[config.mk]
export PLATFORM = sky130hd
export DESIGN_NAME = dea_top
export DESIGN_NICKNAME = d
export VERILOG_FILES = /design/src/pkg/dea_pkg.sv /design/src/rtl/dea_mem.sv /design/src/rtl/dea_top.sv /design/src/rtl/dea_wtimer.sv
export SDC_FILE = /design/constraint.sdc
export NUM_CORES = 2
export LEC_CHECK = 0
export ABC_CLOCK_PERIOD_IN_PS = 10650
export BUFFER_PORTS_ARGS = -buffer_cell sky130_fd_sc_hd__buf_2
export CAP_MARGIN = 20
export CORE_MARGIN = 1
export CORE_UTILIZATION = 65
export DETAILED_ROUTE_END_ITERATION = 8
export PLACE_DENSITY = 0.82
export SYNTH_ARGS = -nofsm -noshare
export SYNTH_HDL_FRONTEND = slang
export SYNTH_SLANG_ARGS = --single-unit
[constraint.sdc]
create_clock -name pclk -period 10.65 [get_ports pclk]
set_input_delay 1.5975 -clock pclk [delete_from_list [all_inputs] [get_ports pclk]]
set_output_delay 1.5975 -clock pclk [all_outputs]
set_load 0.005 [all_outputs]
[src/pkg/dea_pkg.sv]
/*
  constants for the data eeprom access block: register map, control bit
  positions, reset values and write timing.
  assumes a 40 mhz apb clock and 32-bit apb data.
*/
// Contract
// - 256 bytes, 8-bit address 00h..FFh
// - byte write erases then programs, self-timed
// - unlock register reads zero, no storage
// - read/write start only settable, hardware clears
// - write enable zero at power-up inhibits writes
// - reset during write sets write error
// - memory select, row erase kept on error
// - aborting reset zeroes data and address
// - write done sets irq flag, software clears
// - bit 7 selects flash or eeprom
// - bit 6 selects configuration space
// - bit 4 row erase, cleared after write
// - read start ignored when memory select one
// - read lands in data next cycle
// - data register holds until read/write
// - 55h then AAh then write start
// - write enable must precede write start
// - hardware never clears write enable; warm reset clears it here
package dea_pkg;
  // register byte offsets
  localparam logic [7:0] OFS_ADDR    = 8'h00;
  localparam logic [7:0] OFS_DATA    = 8'h04;
  localparam logic [7:0] OFS_CTRL    = 8'h08;
  localparam logic [7:0] OFS_UNLOCK  = 8'h0C;
  localparam logic [7:0] OFS_IRQ     = 8'h10;
  // control bit positions
  localparam int BIT_MEMSEL = 7;
  localparam int BIT_CFGSEL = 6;
  localparam int BIT_FREE   = 4;
  localparam int BIT_WRITE_ERROR_FLAG  = 3;
  localparam int BIT_WRITE_ENABLE   = 2;
  localparam int BIT_WR     = 1;
  localparam int BIT_RD     = 0;
  localparam int BIT_IRQ    = 0;
  // unlock key bytes
  localparam logic [7:0] KEY_FIRST   = 8'h55;
  localparam logic [7:0] KEY_SECOND  = 8'hAA;
  // reset values and erased byte
  localparam logic [7:0] RST_BYTE    = 8'h00;
  localparam logic [7:0] ERASED_BYTE = 8'hFF;
  // timing
  localparam int CLK_PERIOD_NS = 25;
  localparam int WRITE_TIME_NS = 100000;
  localparam int WRITE_CYCLES  = WRITE_TIME_NS / CLK_PERIOD_NS;
  // unlock sequence states
  typedef enum logic [1:0] {
    UNL_IDLE  = 2'b00,
    UNL_GOT55 = 2'b01,
    UNL_ARMED = 2'b10
  } dea_unl_type;
endpackage

[src/rtl/dea_mem.sv]
/*
  byte array of the data eeprom with erase and program strobes.
  assumes strobes are one-cycle pulses on the system clock.
*/
`timescale 1ns/1ps
module dea_mem #(
  parameter int AW = 8,
  parameter int DW = 8
) (
  // clock
  input  logic          pclk,
  // write side
  input  logic          erase_en,
  input  logic          prog_en,
  input  logic [AW-1:0] waddr,
  input  logic [DW-1:0] wdata,
  // read side
  input  logic [AW-1:0] raddr,
  output logic [DW-1:0] rdata
);
  // nonvolatile content, so no reset on the array
  logic [DW-1:0] mem_q [0:(1<<AW)-1];

  // erase drives every bit high, program stores the byte
  always_ff @(posedge pclk)
  begin
    if (prog_en)
      mem_q[waddr] <= wdata;
    else if (erase_en)
      mem_q[waddr] <= {DW{1'b1}};
  end

  // combinational read, the top registers it
  assign rdata = mem_q[raddr];
endmodule

[src/rtl/dea_top.sv]
/*
  data eeprom access control: apb register slave, unlock sequence,
  one-cycle reads and self-timed erase-then-program byte writes.
  assumes master clear and watchdog resets arrive as synchronous
  one-cycle pulses; power-on reset is presetn.
*/
`timescale 1ns/1ps
module dea_top #(
  parameter int WRITE_CYCLES = dea_pkg::WRITE_CYCLES,
  parameter int AW           = 8
) (
  // clock and reset
  input  logic        pclk,
  input  logic        presetn,
  // apb slave
  input  logic        psel,
  input  logic        penable,
  input  logic        pwrite,
  input  logic [7:0]  paddr,
  input  logic [31:0] pwdata,
  output logic [31:0] prdata,
  output logic        pready,
  output logic        pslverr,
  // warm resets that may abort a write
  input  logic        master_clear_reset,
  input  logic        watchdog_reset,
  // status
  output logic        write_complete_irq_flag,
  output logic        write_busy
);
  // byte-wide registers need exactly 8 address bits
  if (AW != 8)
  begin : g_chk
    $error("dea_top: AW must be 8");
  end

  // registers
  logic [AW-1:0] addr_ff, nxt_addr;       // eeprom_address_reg
  logic [7:0]    data_ff, nxt_data;       // eeprom_data_reg
  logic          memsel_ff, nxt_memsel;   // memory_select
  logic          cfgsel_ff, nxt_cfgsel;   // config_space_select
  logic          free_ff, nxt_free;       // row erase enable
  logic          write_error_flag_ff, nxt_write_error_flag;     // write_error_flag
  logic          write_enable_ff, nxt_write_enable;       // write_enable
  logic          wr_ff, nxt_wr;           // write start/busy
  logic          rd_ff, nxt_rd;           // read start
  logic          irq_ff, nxt_irq;         // write_complete_irq_flag
  logic          eewr_ff, nxt_eewr;       // write targets the eeprom
  logic [AW-1:0] waddr_ff, nxt_waddr;     // captured write address
  logic [7:0]    wdata_ff, nxt_wdata;     // captured write data
  dea_pkg::dea_unl_type unl_ff, nxt_unl;  // unlock sequence
  // apb answer registers
  logic [31:0]   prdata_ff, nxt_prdata;
  logic          pready_ff, nxt_pready;
  logic          pslverr_ff, nxt_pslverr;

  // decoded strobes
  logic          wr_acc;      // write taken this edge
  logic          setup;       // setup cycle of any transfer
  logic          soft_rst;    // warm reset pulse
  logic          wr_start;    // write cycle begins
  logic          tmr_busy;
  logic          tmr_done;
  logic [7:0]    mem_rdata;
  logic          erase_en;
  logic [7:0]    ctrl_view;

  // a register is mapped when its offset is one of ours
  function automatic logic is_mapped(input logic [7:0] a);
    is_mapped = (a == dea_pkg::OFS_ADDR) || (a == dea_pkg::OFS_DATA) ||
                (a == dea_pkg::OFS_CTRL) || (a == dea_pkg::OFS_UNLOCK) ||
                (a == dea_pkg::OFS_IRQ);
  endfunction

  assign setup    = psel && !penable;
  assign wr_acc   = psel && penable && pready_ff && pwrite && is_mapped(paddr);
  assign soft_rst = master_clear_reset || watchdog_reset;

  // start needs the armed key, an earlier write enable and an idle timer
  assign wr_start = wr_acc && (paddr == dea_pkg::OFS_CTRL) && pwdata[dea_pkg::BIT_WR]
                    && (unl_ff == dea_pkg::UNL_ARMED) && write_enable_ff && !wr_ff
                    && !soft_rst;
  // erase the location as the cycle starts, program at its end
  assign erase_en = wr_start && !memsel_ff && !cfgsel_ff;

  // control view; bit 5 is unimplemented and reads zero
  assign ctrl_view = {memsel_ff, cfgsel_ff, 1'b0, free_ff,
                      write_error_flag_ff, write_enable_ff, wr_ff, rd_ff};

  // register file next state
  always_comb
  begin
    nxt_addr   = addr_ff;
    nxt_data   = data_ff;
    nxt_memsel = memsel_ff;
    nxt_cfgsel = cfgsel_ff;
    nxt_free   = free_ff;
    nxt_write_error_flag  = write_error_flag_ff;
    nxt_write_enable   = write_enable_ff;
    nxt_wr     = wr_ff;
    nxt_rd     = 1'b0;                    // read lasts one cycle
    nxt_irq    = irq_ff;
    nxt_eewr   = eewr_ff;
    nxt_waddr  = waddr_ff;
    nxt_wdata  = wdata_ff;
    nxt_unl    = unl_ff;
    // software writes
    if (wr_acc)
    begin
      case (paddr)
        dea_pkg::OFS_ADDR:
          nxt_addr = pwdata[AW-1:0];
        dea_pkg::OFS_DATA:
          nxt_data = pwdata[7:0];
        dea_pkg::OFS_CTRL:
        begin
          nxt_memsel = pwdata[dea_pkg::BIT_MEMSEL];
          nxt_cfgsel = pwdata[dea_pkg::BIT_CFGSEL];
          nxt_free   = pwdata[dea_pkg::BIT_FREE];
          nxt_write_error_flag  = pwdata[dea_pkg::BIT_WRITE_ERROR_FLAG];
          nxt_write_enable   = pwdata[dea_pkg::BIT_WRITE_ENABLE];
          // read start only sets, and only while memory select is zero
          if (pwdata[dea_pkg::BIT_RD] && !memsel_ff)
            nxt_rd = 1'b1;
        end
        dea_pkg::OFS_IRQ:
          if (pwdata[dea_pkg::BIT_IRQ])
            nxt_irq = 1'b0;               // write one clears
        default:
          nxt_unl = unl_ff;
      endcase
      // unlock tracking: any other write to a mapped register breaks the sequence
      if (paddr == dea_pkg::OFS_UNLOCK && pwdata[7:0] == dea_pkg::KEY_FIRST)
        nxt_unl = dea_pkg::UNL_GOT55;
      else if (paddr == dea_pkg::OFS_UNLOCK && pwdata[7:0] == dea_pkg::KEY_SECOND
               && unl_ff == dea_pkg::UNL_GOT55)
        nxt_unl = dea_pkg::UNL_ARMED;
      else
        nxt_unl = dea_pkg::UNL_IDLE;
    end
    // write cycle start: capture target so later edits cannot disturb it
    if (wr_start)
    begin
      nxt_wr    = 1'b1;
      nxt_eewr  = !memsel_ff && !cfgsel_ff;
      nxt_waddr = addr_ff;
      nxt_wdata = data_ff;
    end
    // read result lands one cycle after the start bit
    if (rd_ff)
      nxt_data = mem_rdata;
    // completion: set wins over a same-cycle software clear
    if (tmr_done)
    begin
      nxt_wr    = 1'b0;
      nxt_irq   = 1'b1;
      nxt_write_error_flag = 1'b0;
      nxt_free  = 1'b0;
    end
    // write enable is cleared here as well, and an in-flight write is aborted
    // warm reset: keeps select bits, zeroes data path
    if (soft_rst)
    begin
      nxt_addr = AW'(dea_pkg::RST_BYTE);
      nxt_data = dea_pkg::RST_BYTE;
      nxt_write_enable = 1'b0;
      nxt_rd   = 1'b0;
      nxt_wr   = 1'b0;
      nxt_unl  = dea_pkg::UNL_IDLE;
      if (wr_ff)
      begin
        nxt_write_error_flag  = 1'b1;
        nxt_memsel = memsel_ff;
        nxt_free   = free_ff;
      end
      else
        nxt_free = 1'b0;
    end
  end

  // register file flops; power-on clears write enable
  always_ff @(posedge pclk or negedge presetn)
  begin
    if (!presetn)
    begin
      addr_ff   <= '0;
      data_ff   <= 8'h00;
      memsel_ff <= 1'b0;
      cfgsel_ff <= 1'b0;
      free_ff   <= 1'b0;
      write_error_flag_ff  <= 1'b0;
      write_enable_ff   <= 1'b0;
      wr_ff     <= 1'b0;
      rd_ff     <= 1'b0;
      irq_ff    <= 1'b0;
      eewr_ff   <= 1'b0;
      waddr_ff  <= '0;
      wdata_ff  <= 8'h00;
      unl_ff    <= dea_pkg::UNL_IDLE;
    end
    else
    begin
      addr_ff   <= nxt_addr;
      data_ff   <= nxt_data;
      memsel_ff <= nxt_memsel;
      cfgsel_ff <= nxt_cfgsel;
      free_ff   <= nxt_free;
      write_error_flag_ff  <= nxt_write_error_flag;
      write_enable_ff   <= nxt_write_enable;
      wr_ff     <= nxt_wr;
      rd_ff     <= nxt_rd;
      irq_ff    <= nxt_irq;
      eewr_ff   <= nxt_eewr;
      waddr_ff  <= nxt_waddr;
      wdata_ff  <= nxt_wdata;
      unl_ff    <= nxt_unl;
    end
  end

  // apb answer: data is sampled in setup, so every access takes one cycle
  always_comb
  begin
    nxt_pready  = setup;
    nxt_pslverr = setup && !is_mapped(paddr);
    nxt_prdata  = 32'h0000_0000;
    if (setup && !pwrite)
    begin
      case (paddr)
        dea_pkg::OFS_ADDR:   nxt_prdata = {24'h00_0000, addr_ff};
        dea_pkg::OFS_DATA:   nxt_prdata = {24'h00_0000, data_ff};
        dea_pkg::OFS_CTRL:   nxt_prdata = {24'h00_0000, ctrl_view};
        dea_pkg::OFS_IRQ:    nxt_prdata = {31'h0000_0000, irq_ff};
        default:             nxt_prdata = 32'h0000_0000; // unlock reads zero
      endcase
    end
  end

  // apb answer flops
  always_ff @(posedge pclk or negedge presetn)
  begin
    if (!presetn)
    begin
      prdata_ff  <= 32'h0000_0000;
      pready_ff  <= 1'b0;
      pslverr_ff <= 1'b0;
    end
    else
    begin
      prdata_ff  <= nxt_prdata;
      pready_ff  <= nxt_pready;
      pslverr_ff <= nxt_pslverr;
    end
  end

  assign prdata                  = prdata_ff;
  assign pready                  = pready_ff;
  assign pslverr                 = pslverr_ff;
  assign write_complete_irq_flag = irq_ff;
  assign write_busy              = wr_ff;

  // self-timed write duration
  dea_wtimer #(
    .CYCLES (WRITE_CYCLES)
  ) u_tmr (
    .pclk    (pclk),
    .presetn (presetn),
    .start   (wr_start),
    .abort   (soft_rst),
    .busy    (tmr_busy),
    .done    (tmr_done)
  );

  // the array; flash and config writes only run the timer
  dea_mem #(
    .AW (AW),
    .DW (8)
  ) u_mem (
    .pclk     (pclk),
    .erase_en (erase_en),
    .prog_en  (tmr_done && eewr_ff),
    .waddr    (wr_start ? addr_ff : waddr_ff),
    .wdata    (wdata_ff),
    .raddr    (addr_ff),
    .rdata    (mem_rdata)
  );
endmodule

[src/rtl/dea_wtimer.sv]
/*
  self-timed write counter: runs a fixed count after start, pulses done.
  assumes start and abort are one-cycle pulses; abort wins over done.
*/
`timescale 1ns/1ps
module dea_wtimer #(
  parameter int CYCLES = dea_pkg::WRITE_CYCLES
) (
  // clock and reset
  input  logic pclk,
  input  logic presetn,
  // control
  input  logic start,
  input  logic abort,
  // status
  output logic busy,
  output logic done
);
  localparam int CW = $clog2(CYCLES + 1);

  // a count below two leaves no room between erase and program
  if (CYCLES < 2)
  begin : g_chk
    $error("dea_wtimer: CYCLES must be at least 2");
  end

  logic [CW-1:0] cnt_ff;     // cycles left
  logic [CW-1:0] nxt_cnt;
  logic          busy_ff;    // write under way
  logic          nxt_busy;
  logic          done_ff;    // completion pulse
  logic          nxt_done;

  // count down while busy; a new start while busy is ignored
  always_comb
  begin
    nxt_cnt  = cnt_ff;
    nxt_busy = busy_ff;
    nxt_done = 1'b0;
    if (abort)
    begin
      nxt_busy = 1'b0;
      nxt_cnt  = '0;
    end
    else if (busy_ff)
    begin
      if (cnt_ff == CW'(1))
      begin
        nxt_busy = 1'b0;
        nxt_done = 1'b1;
      end
      nxt_cnt = cnt_ff - CW'(1);
    end
    else if (start)
    begin
      nxt_busy = 1'b1;
      nxt_cnt  = CW'(CYCLES);
    end
  end

  // state registers
  always_ff @(posedge pclk or negedge presetn)
  begin
    if (!presetn)
    begin
      cnt_ff  <= '0;
      busy_ff <= 1'b0;
      done_ff <= 1'b0;
    end
    else
    begin
      cnt_ff  <= nxt_cnt;
      busy_ff <= nxt_busy;
      done_ff <= nxt_done;
    end
  end

  assign busy = busy_ff;
  assign done = done_ff;
endmodule

==> flow_metrics.py <==
metrics = {
    "logic_synthesis": {
        "synth-async-reset-ratio_pct": 3.168,
        "ys_seq_area_share_pct": 75.90,
        "yosysUniqueCellTypes": 64,
        "synth-seq-cells": 2115,
        "synth_area_um2": 83240,
        "synth_cells": 4158,
        "synth_flop_cell": "edfxtp_1",
        "yosysWarnings": 0,
        "synth_area_per_cell_um2": 20.02,
        "synth-edff-count": 2048,
    },
    "setup_path": {
        "worstSetupEndpointType": "flop",
        "r2r_slack_ns": 5.16,
        "cp_data_required_time_ns": 11.31,
        "cp_slowest_cell": "o41ai_1",
        "critical_path_arrival_ns": 6.15,
        "crit_path_cell_trace": "buf_12 > buf_4 > mux2i_1 > a211oi_1 > a311oi_1 > nand3_1 > o41ai_1 > o32ai_1",
        "path_delay_family": "compound AO/OA/AOI/OAI gates",
        "crit_fanout": 100,
        "start_kind": "flop",
        "max_stage_delay_ns": 0.99,
        "cp_num_buf_inv": 2,
        "path_class": "flop to flop",
    },
    "sta": {
        "worstMarginPinSlew_ns": 1.345,
        "min_period_ns": 5.492,
        "finalHoldViolations": 0,
        "maxSlewViolCount": 0,
        "slew_headroom_pct": 10.30,
        "skew_ns": 0.03486,
        "setup_tns_ns": 0,
        "period_share_pct": 51.57,
        "setup_viol": 0,
        "grt_setup_unrepaired": "no",
        "max_freq_mhz": 182.1,
    },
    "die": {
        "initial_core_util_pct": 65.86,
        "dieHeight_um": 359.9,
        "die-area_um2": 129500,
        "coreArea_um2": 126400,
        "row_count": 130,
        "ioPinCount": 83,
        "die_w_um": 359.9,
    },
    "layout": {
        "final_cells": 6042,
        "fillers": 6784,
        "final_util_pct": 71.96,
        "layout_common_cells": "edfxtp_1 (2048), mux4_2 (434), nor2_1 (305)",
        "regArea_um2": 63190,
        "multi_input_area_um2": 18630,
        "area_growth_pct": 9.263,
        "layout.nets": 4276,
        "layout-drive-gt1-share_pct": 20.45,
        "final_common_cell": "edfxtp_1",
    },
    "grt": {
        "grt_max_degree": 201,
        "antenna_found_initial": 4,
        "grt_overflow": 0,
        "grt_pass1_wl_um": 298500,
        "grt_use_total_pct": 32.31,
        "grt_pass1_vias": 43479,
    },
    "clock_tree": {
        "hold_buffers": 0,
        "cts_root_buf": "clkbuf_16",
        "cts_tree": "done",
        "clk_pin_slew_ns": 0.06,
        "cts_sinks": 2115,
        "clk_latency_ns": 0.83,
        "post_cts_resized": 0,
        "htreeDepth": 4,
        "cts_made_buffers": 196,
        "clockBufferDepth": 3,
        "postCtsSetupRepairBufs": 0,
    },
    "power": {
        "p_total_mw": 15.73,
        "p_per_area_nw_per_um2": 172.9,
        "leakagePower_nw": 22.76,
        "peakVddDrop_mv": 0.1398,
    },
    "run": {
        "max_cap_violations": 0,
    },
    "route": {
        "viasPerCell": 7.224,
        "drtAntennaViolNets": 0,
        "wl_met2_um": 99460,
        "drt-initial-drc-count": 6578,
        "finalWirelength_um": 208000,
        "top_layer_used": "met5",
        "wl_met3_um": 25400,
        "post-route-drc-count": 2,
        "dr.pass1.iters": 9,
        "wl_per_cell_um": 34.42,
        "wl_met1_um": 69960,
        "vias": 43646,
    },
    "run_status": {
        "status": "finished with violations",
        "failed_checks": "design-rule violations",
    },
    "placement": {
        "dp_hpwl_um": 115700,
        "place_congestion": 0.8999,
        "numPortBuffers": 34,
        "placedCellCount": 5672,
    },
    "min_path": {
        "hold_path.class": "flop to flop",
    },
}
-- worst min-delay path: stages, from the launching register on --
cell,delay [ns]
dfrtp_1,0.35
nand2_1,0.05
o31ai_1,0.05
-- metal layers --
metal	vias up	GRT usage (%)
met3	724	7.929
met2	3478	50.74
met4	6	17.91
met5	-	0
met1	22265	42.09
li1	17173	-
-- path summary, 6_finish.rpt --
path | startpoint | endpoint | cells after the start
min in group asynchronous | presetn | u_tmr.cnt_ff[8]$_DFFE_PN0P_ | 1
setup reg to reg | addr_ff[0]$_DFFE_PN0P_ | data_ff[6]$_DFFE_PN0P_ | 8
setup / recovery | addr_ff[0]$_DFFE_PN0P_ | data_ff[6]$_DFFE_PN0P_ | 8
hold reg to reg | eewr_ff$_DFFE_PN0P_ | eewr_ff$_DFFE_PN0P_ | 2
hold / removal | eewr_ff$_DFFE_PN0P_ | eewr_ff$_DFFE_PN0P_ | 2
max in group asynchronous | presetn | addr_ff[0]$_DFFE_PN0P_ | 1
-- cells in the mapped netlist, types with 9 or more instances --
master	number	share of area [%]
a21oi_1	72	0.43
a221oi_1	33	0.35
a22o_1	38	0.40
a22oi_1	119	1.1
a31oi_1	14	0.11
buf_1	19	0.086
buf_2	64	0.38
buf_4	62	0.56
buf_6	30	0.41
clkbuf_1	106	0.48
dfrtp_1	67	2.0
edfxtp_1	2048	74
mux2_2	24	0.32
mux2i_1	255	3.1
mux4_2	434	12
nand2_1	115	0.52
nand2b_1	16	0.12
nand3_1	66	0.40
nand4_1	9	0.068
nor2_1	307	1.4
nor2b_1	14	0.11
nor3_1	43	0.26
o21ai_0	37	0.22
o221ai_1	10	0.11
o22ai_1	13	0.098
or2_2	18	0.14
or3_1	10	0.075
-- layout make-up --
class / count / area share [%]
antenna: 1 / 0.002751
tap: 1650 / 2.270
sequential: 2115 / 69.48
timing repair buffer: 129 / 1.090
clock buffer: 252 / 5.694
clock inverter: 110 / 0.9424
inverter: 8 / 0.03577
multi-input combinational: 1777 / 20.49
-- power breakdown --
part	total, mW	internal (mW)	switching [mW]
combinational	0.0264	0.00679	0.0196
sequential	8.98	8.98	0.000475
clock	6.72	3.70	3.02
-- state kept, by name, indices dropped and copies added, names as in the netlist, 2 cells and up --
register      flops
waddr_ff          8
u_mem.mem_q    2048
u_tmr.cnt_ff     12
prdata            8
unl_ff            2
wdata_ff          8
data_ff           8
addr_ff           8
-- stage by stage --
step	hold slack, ns	area [µm²]	setup slack, ns
CTS	0.4926	90890	5.296
finish	0.4926	90950	5.158
global placement	0.4660	84820	4.563
global route	0.5014	90940	5.017
floorplan	0.4484	83320	4.874
detailed placement	0.4762	84860	4.458
-- kinds of logic (layout without fill, tap and decap cells) --
family / count (synthesis) / in the layout / share of synthesized area [%]
compound gates: 381 / 381 / 3.257
xor+xnor: 1 / 1 / 0.01052
fa+ha+maj: 3 / 3 / 0.04208
buf+inv: 289 / 499 / 1.950
flops: 2115 / 2115 / 75.90
mux: 718 / 718 / 15.25
other cells: 1 / 25 / 0.004505
simple gates: 650 / 650 / 3.588
Note: power is estimated with default switching activity, not from simulation.
